==> config.mk <==
export PLATFORM = sky130hd
export DESIGN_NAME = sic_status_indicator
export DESIGN_NICKNAME = d
export VERILOG_FILES = /design/src/verilog/sic_pkg.sv /design/src/verilog/sic_divider.sv /design/src/verilog/sic_status_indicator.sv
export SDC_FILE = /design/constraint.sdc
export NUM_CORES = 1
export LEC_CHECK = 0
export BUFFER_PORTS_ARGS = -buffer_cell sky130_fd_sc_hd__buf_4
export CORE_MARGIN = 3
export CORE_UTILIZATION = 45
export DETAILED_ROUTE_END_ITERATION = 6
export PLACE_DENSITY = 0.62
export SYNTH_ARGS = -nofsm -noshare
export SYNTH_HDL_FRONTEND = slang
export SYNTH_SLANG_ARGS = --single-unit
export TNS_END_PERCENT = 50
==> constraint.sdc <==
create_clock -name clk_sys_in -period 1.98 [get_ports clk_sys_in]
set_input_delay 0.099 -clock clk_sys_in [delete_from_list [all_inputs] [get_ports clk_sys_in]]
set_output_delay 0.099 -clock clk_sys_in [all_outputs]
set_load 0.01 [all_outputs]
==> src/verilog/sic_pkg.sv <==
// Constants shared by the status indicator control block.
package sic_pkg;
  localparam int unsigned CLK_HZ         = 250_000_000;
  localparam int unsigned RED_TEST_MS    = 1000;
  localparam int unsigned LAMP_TEST_MS   = 2000;
  localparam int unsigned FLASH_HALF_MS  = 250;
  localparam int unsigned MS_CYCLES      = CLK_HZ / 1000;
  localparam int unsigned RED_TEST_CYC   = RED_TEST_MS * MS_CYCLES;
  localparam int unsigned LAMP_TEST_CYC  = LAMP_TEST_MS * MS_CYCLES;
  localparam int unsigned FLASH_HALF_CYC = FLASH_HALF_MS * MS_CYCLES;
  localparam int unsigned NUM_INPUTS     = 16;
  localparam logic [1:0]  LED_OFF        = 2'h0;
  localparam logic [1:0]  LED_GREEN      = 2'h1;
  localparam logic [1:0]  LED_RED        = 2'h2;
  typedef enum logic [2:0] {
    SIC_ST_POWER_TEST,
    SIC_ST_WAIT_SELFTEST,
    SIC_ST_RUN,
    SIC_ST_FAULT
  } sic_state_e;
endpackage

==> src/verilog/sic_divider.sv <==
// One-cycle enable pulse every period cycles.
`timescale 1ns/10ps
`default_nettype none
module sic_divider #(
  parameter int unsigned PERIOD = 4
) (
  input  wire logic clk_sys_in,
  input  wire logic rst_in,
  output logic      tick_out
);
  localparam int unsigned CW = $clog2(PERIOD + 1);
  logic [CW-1:0] cnt_ff;
  wire           at_end = (cnt_ff == CW'(PERIOD - 1));

  always_ff @(posedge clk_sys_in) begin
    if (rst_in || at_end) begin
      cnt_ff <= '0;
    end else begin
      cnt_ff <= cnt_ff + 1'b1;
    end
  end

  always_ff @(posedge clk_sys_in) begin
    if (rst_in) begin
      tick_out <= 1'b0;
    end else begin
      tick_out <= at_end;
    end
  end
endmodule
`default_nettype wire

==> src/verilog/sic_status_indicator.sv <==
// Front-panel health and per-input indicator driver.
`timescale 1ns/10ps
`default_nettype none
module sic_status_indicator
  import sic_pkg::*;
#(
  parameter int unsigned N_IN       = sic_pkg::NUM_INPUTS,
  parameter int unsigned RED_CYC    = sic_pkg::RED_TEST_CYC,
  parameter int unsigned LAMP_CYC   = sic_pkg::LAMP_TEST_CYC,
  parameter int unsigned FLASH_CYC  = sic_pkg::FLASH_HALF_CYC
) (
  input  wire logic            clk_sys_in,
  input  wire logic            rst_in,
  input  wire logic            selftest_done_in,
  input  wire logic            selftest_pass_in,
  input  wire logic            multicasting_in,
  input  wire logic            conn_timeout_in,
  input  wire logic            fw_update_in,
  input  wire logic            fatal_error_in,
  input  wire logic [N_IN-1:0] input_active_in,
  output logic                 health_red_out,
  output logic                 health_green_out,
  output logic [N_IN-1:0]      input_led_out
);
  import sic_pkg::*;

  ////////////////////////////////////////////////////////////////////////////
  localparam int unsigned TW = $clog2(LAMP_CYC + 1);

  sic_state_e     state_ff;
  sic_state_e     nxt_state;
  logic [TW-1:0]  timer_ff;
  logic           flash_ff;
  logic           flash_tick;
  logic [1:0]     nxt_colour;
  logic           nxt_lamp_on;

  wire red_done  = (timer_ff >= TW'(RED_CYC - 1));
  wire lamp_done = (timer_ff >= TW'(LAMP_CYC - 1));
  wire selftest_ok  = selftest_done_in && selftest_pass_in;
  wire selftest_bad = selftest_done_in && !selftest_pass_in;
  wire flash_red_req = conn_timeout_in || fw_update_in;

  ////////////////////////////////////////////////////////////////////////////
  // fixed flash rate
  sic_divider #(
    .PERIOD (FLASH_CYC)
  ) u_flash_div (
    .clk_sys_in (clk_sys_in),
    .rst_in     (rst_in),
    .tick_out   (flash_tick)
  );

  always_ff @(posedge clk_sys_in) begin
    if (rst_in) begin
      flash_ff <= 1'b0;
    end else if (flash_tick) begin
      flash_ff <= ~flash_ff;
    end
  end

  ////////////////////////////////////////////////////////////////////////////
  // The timer runs from reset and saturates once the lamp test has ended.
  always_ff @(posedge clk_sys_in) begin
    if (rst_in) begin
      timer_ff <= '0;
    end else if (!lamp_done) begin
      timer_ff <= timer_ff + 1'b1;
    end
  end

  always_comb begin
    nxt_state = state_ff;
    unique case (state_ff)
      SIC_ST_POWER_TEST: begin
        if (red_done) begin
          nxt_state = SIC_ST_WAIT_SELFTEST;
        end
      end
      // A failed self-test counts as an unrecoverable error.
      SIC_ST_WAIT_SELFTEST: begin
        if (selftest_ok) begin
          nxt_state = SIC_ST_RUN;
        end else if (selftest_bad) begin
          nxt_state = SIC_ST_FAULT;
        end
      end
      SIC_ST_RUN: begin
        nxt_state = SIC_ST_RUN;
      end
      SIC_ST_FAULT: begin
        nxt_state = SIC_ST_FAULT;
      end
      default: begin
        nxt_state = SIC_ST_FAULT;
      end
    endcase
    if (fatal_error_in) begin
      nxt_state = SIC_ST_FAULT;
    end
  end

  always_ff @(posedge clk_sys_in) begin
    if (rst_in) begin
      state_ff <= SIC_ST_POWER_TEST;
    end else begin
      state_ff <= nxt_state;
    end
  end

  ////////////////////////////////////////////////////////////////////////////
  always_comb begin
    nxt_colour = LED_OFF;
    unique case (nxt_state)
      SIC_ST_POWER_TEST: begin
        nxt_colour = LED_RED;
      end
      // Self-test still pending: hold red until it reports.
      SIC_ST_WAIT_SELFTEST: begin
        nxt_colour = LED_RED;
      end
      SIC_ST_RUN: begin
        if (flash_red_req) begin
          nxt_colour = flash_ff ? LED_RED : LED_OFF;
        end else if (multicasting_in) begin
          nxt_colour = LED_GREEN;
        end else begin
          nxt_colour = flash_ff ? LED_GREEN : LED_OFF;
        end
      end
      SIC_ST_FAULT: begin
        nxt_colour = LED_RED;
      end
      default: begin
        nxt_colour = LED_RED;
      end
    endcase
  end

  assign nxt_lamp_on = !lamp_done;

  always_ff @(posedge clk_sys_in) begin
    if (rst_in) begin
      health_red_out   <= 1'b0;
      health_green_out <= 1'b0;
    end else begin
      health_red_out   <= nxt_colour[1];
      health_green_out <= nxt_colour[0];
    end
  end

  ////////////////////////////////////////////////////////////////////////////
  // input indicators follow inputs once the lamp test has ended; all lit before that
  always_ff @(posedge clk_sys_in) begin
    if (rst_in) begin
      input_led_out <= '0;
    end else if (nxt_lamp_on) begin
      input_led_out <= '1;
    end else begin
      input_led_out <= input_active_in;
    end
  end
endmodule
`default_nettype wire

### Word-level counts from Yosys, hierarchy flattened

Index checks and enable logic that the tools add are counted.

| storage, ports and cells | value |
|---|---|
| register bits | 78 |
| input bits | 24 |
| output and inout port bits | 18 |
| word-level logic and storage cells | 36 |

| operators by class | value |
|---|---|
| $add $sub $neg | 2 |
| order comparisons | 2 |
| equal/unequal tests | 4 |
| mux-type cells | 11 |
| bitwise logic cells | 2 |
| reduce and logical (&&, ||, !) cells | 7 |

Operators by type and width:

| operator | number |
|---|---|
| $add 29x1->29 const B | 1 |
| $ge 29x28->1 const B | 1 |
| $ge 29x29->1 const B | 1 |
| $add 26x1->26 const B | 1 |
| $eq 26x26->1 const B | 1 |
| $mux 16 | 1 |
| $mux 3 | 4 |
| $pmux 3 s3 | 1 |
| $eq 3x2->1 const B | 2 |
| $mux 2 | 3 |
| $eq 3x1->1 const B | 1 |
| $logic_not 3->1 | 1 |
| $logic_and 1x1->1 | 2 |
| $logic_or 1x1->1 | 2 |
| $mux 1 | 2 |
| $not 1->1 | 2 |
| $reduce_or 2->1 | 1 |
| $logic_not 1->1 | 1 |

### Longest topological paths before layout

| depth | value |
|---|---|
| depth after elaboration | 9 |
| depth in mapped cells | 8 |
| depth with buffers taken out | 6 |

### Modules after synthesis

From an unflattened synthesis, not the netlist that was laid out.

| unflattened totals | value |
|---|---|
| cell total of the unflattened synthesis | 440 |
| area, all modules | 3731.1 µm² |

Modules (own cells, without submodules):

| module | times used | cells each | area an instance (µm²) | seq. area each (µm²) |
|---|---|---|---|---|
| sic_status_indicator | 1 | 293 | 2432.3 | 1021.0 |
| sic_divider | 1 | 147 | 1298.7 | 540.5 |

### Least setup slack after synthesis

No wires, ideal clock.

| timing | value |
|---|---|
| path kind | register -> register |
| start point | register timer_ff[0] |
| end point | register timer_ff[26] |
| library setup time | 0.123 ns |
| arrival time | 1.756 ns |
| required time | 1.857 ns |
| setup slack | 0.100 ns |
| cell stages (with the launch flop) | 7 |
| buffers on the path | 1 |
| clock period less this slack | 1.880 ns |
| cells stage by stage | dfxtp_1 -> ha_1 -> and4_1 -> clkbuf_1 -> nand3_1 -> nor4b_1 -> mux2_1 |

| on the way | value |
|---|---|
| cells in the longest elaborated chain, start to end | 1 |
| elaborated cells on any way between the ends | 2 |
| those cells by class | 1 x add/sub; 1 x order compare |

Ends and longest elaborated chain:

| what | RTL line | RTL |
|---|---|---|
| from (decl) | sic_status_indicator.sv:32 | `logic [TW-1:0] timer_ff;` |
| from (signal assigned) | sic_status_indicator.sv:68 | `timer_ff <= timer_ff + 1'b1;` |
| $add 29x1->29 / $ge 29x29->1 (equally long branches) | sic_status_indicator.sv:68, sic_status_indicator.sv:39 |  |

Several ways; a longest one is shown, not always the timed one.
A chain may end at the register's enable or synchronous reset.

### Worst setup path after layout

| timing | value |
|---|---|
| start point | register timer_ff[1] |
| end point | register state_ff[0] |

| on the way | value |
|---|---|
| cells in the longest elaborated chain, start to end | 4 |

Ends and longest elaborated chain:

| what | RTL line | RTL |
|---|---|---|
| $ge 29x28->1 | sic_status_indicator.sv:38 | `wire red_done = (timer_ff >= TW'(RED_CYC - 1));` |
| $mux 3 | sic_status_indicator.sv:76 | `if (red_done) begin` |
| $pmux 3 s3 | sic_status_indicator.sv:74 | `unique case (state_ff)` |
| $mux 3 | sic_status_indicator.sv:98 | `if (fatal_error_in) begin` |
| to (signal assigned) | sic_status_indicator.sv:107 | `state_ff <= nxt_state;` |
| to (decl) | sic_status_indicator.sv:30 | `sic_state_e state_ff;` |

No other way between the ends.

==> flow_summary.toml <==
[timing]
relSlewSlack = 0.6138
fin_setup_tns_ns = 0
min_period_ns = 1.901
rsz0062_at_grt = "yes"
fin_crit_sh = 0.9600
max_freq_ghz = 0.5261
slew_violations = 0
worst_slew_pin_slew_ns = 0.5794
timing.final.setup_violations = 0
hold_violations = 0
fin_skew_ns = 0.009245

[floorplan]
num_rows = 32
dieHeight_um = 96.81
die_x_um = 96.81
coreArea_um2 = 7848
start_util = 0.4729
ios = 42
dieArea_um2 = 9372

[synth]
ys_warn_count = 0
syn_area_per_cell_um2 = 8.551
synth_flop_cell = "dfxtp_1"
synth_edf_count = 0
synthArstFlopShare = 0
syn-cell-area_um2 = 3711
syn_inst = 434
yosysTopAreaCellShare = 0.4208
ys_top_cells_by_area = "dfxtp_1 (42%), nor2_1 (7.0%), a21oi_1 (4.9%)"
synth_seq_cells = 78
syn-num-nets = 460
synth-seq-area-share = 0.4208
synth_top_area_cell = "dfxtp_1"
ys_types = 51

[routing]
vias = 3469
ant_nets = 0
detail_route.wl_per_cell_um = 14.16
routed_wl_um = 8893
drt-initial-drc-count = 122
drc = 0
viasPerCell = 5.524
drtPass1Iterations = 4

[setup_path]
crit_fanout = 4
crit_path_end_kind = "register"
worst-setup-path-type = "reg -> reg"
setup.worst_path.start = "timer_ff[1]"
cp.required_ns = 2.23
r2r_start = "timer_ff[1]"
crit_arrival_ns = 2.15
start_kind = "register"

[pwr]
cellPowerDensity_nw_per_um2 = 637.3
finalPower_uw = 3085
p_leak_uw = 0.001873
vdd_drop_max_mv = 0.3644

[grt]
met2_usage = 0.3296
grt_max_degree = 58
busiest_layer = "met2"
grt_use_total = 0.1889
grt_overflow = 0
grt_use_met1 = 0.2249
grt_pass1_wl_um = 14890
antenna_found_initial = 0
grtUsageMet3 = 0.04686
grt_pass1_vias = 3322

[finish]
fill_cells = 686
fin_area_um2 = 4841
synthToLayoutAreaGrowth_pct = 30.44
drive_gt1_frac = 0.2414
diodes = 0
fin_nets = 549
final_cells = 628
final_cell_mix = "buf_4 (81), dfxtp_1 (74), nor2_1 (69)"
final_common_cell = "buf_4"

[cts]
clock-root-buffer = "clkbuf_8"
clk_pin_slew_worst_paths_ns = 0.08
cts_tree = "built"
htree_num_levels = 3
clkLatencyLatePin_ns = 0.34
cts_sinks = 78
clock_path_buffers = 2
numCtsBuffers = 9

[place]
finalWeightedCongestion = 0.8740
place_hpwl_um = 6031
io_buffers = 41
dp_cells = 595
placed_cell_area_um2 = 4357

[run]
cap_violations = 0

[worst_hold_path]
min_path_type = "in -> reg"
hp-start = "fatal_error_in"

[run_status]
status = "finished clean"
-- critical path: stages, from the launching register on --
cell and delay (ns):
dfxtp_1 0.35, ha_2 0.24, inv_1 0.08, o31a_1 0.25
o311ai_0 0.32, buf_4 0.19, nand4_1 0.11, a311oi_1 0.28
-- synth_stat cells (2+ instances only) --
cell type	n
dfxtp_1	78
nor2_1	69
a21oi_1	36
nand2_1	22
nand3_1	22
nand4_1	17
nor4_1	14
o31ai_1	14
or4_1	14
xor2_1	14
mux2_1	13
clkbuf_1	12
nor2b_1	12
nor3_1	11
xnor2_1	10
and3_1	7
buf_2	7
inv_1	7
o21ai_0	7
nor4b_2	5
nor4b_1	4
and2_1	3
buf_1	2
buf_6	2
ha_1	2
nand2_2	2
nand2b_1	2
o21ai_1	2
or3_1	2
-- flip-flops by register name, indices dropped and copies added (netlist names) --
signal	count
state_ff	3
u_flash_div.tick_out	1
u_flash_div.cnt_ff	26
flash_ff	1
timer_ff	29
health_red_out	1
input_led_out	16
health_green_out	1
-- stage by stage --
step | worst slack [ns] | hold WS (ns) | utilization
2_1_floorplan | 0.1003 | 0.2164 | -
3_5_place_dp | -0.02466 | 0.3124 | 0.5552
3_3_place_gp | -0.007119 | 0.3063 | 0.5552
6_report | 0.07928 | 0.01468 | 0.6169
4_1_cts | 0.004964 | 0.005631 | 0.6062
5_1_grt | -0.06794 | 0.006590 | 0.6169
-- report_power, final --
group / internal [uW] / switching [uW]
Clock: 728 / 543
Combinational: 107 / 90.3
Sequential: 1600 / 16.5
-- cell families (layout without fill, tap and decap cells) --
family,after synthesis,count (layout),synth area share
buffers and inverters,31,121,0.03776
adders and majority gates,2,2,0.006742
other,1,1,0.001010
and+or+nand+nor,218,220,0.3297
DFF,78,78,0.4208
AOI/OAI and AO/OA,67,67,0.1079
xor gates and xnor gates,24,24,0.05664
muxes,13,13,0.03945
-- path summary, 6_finish.rpt --
check                                to  cells past startpoint  slack (ns)
hold / removal              state_ff[1]                      3        0.01
setup reg to reg            state_ff[0]                      7        0.08
setup / recovery            state_ff[0]                      7        0.08
hold reg to reg   u_flash_div.cnt_ff[0]                      1        0.46
-- area by class of cell --
cell class | count | area [um^2] | share of cell area
inverters | 8 | 30.03 | 0.006203
clock buffers | 10 | 137.6 | 0.02843
flip-flops and latches | 78 | 1569 | 0.3241
clock inverters | 4 | 72.57 | 0.01499
repair buffers | 99 | 799.5 | 0.1652
multi-input cells | 327 | 2105 | 0.4347
well taps | 102 | 127.6 | 0.02636
-- timing repair --
action,4_1_cts,5_1_grt
hold endpoints to repair,16,0
pin swaps,0,5
buffers inserted,0,1
hold buffers,16,0
endpoints found under the setup margin,19,27
gates cloned,2,0
resized for setup,3,16
-- routing by layer --
metal / share of wire / vias to the layer above / wire length, um
li1: - / 1745 / -
met1: 0.44 / 1633 / 3942
met2: 0.49 / 76 / 4395
met3: 0.044 / 15 / 394
met4: 0.018 / 0 / 161
met5: 0 / - / 0
Power figures use the tool's default switching activity.
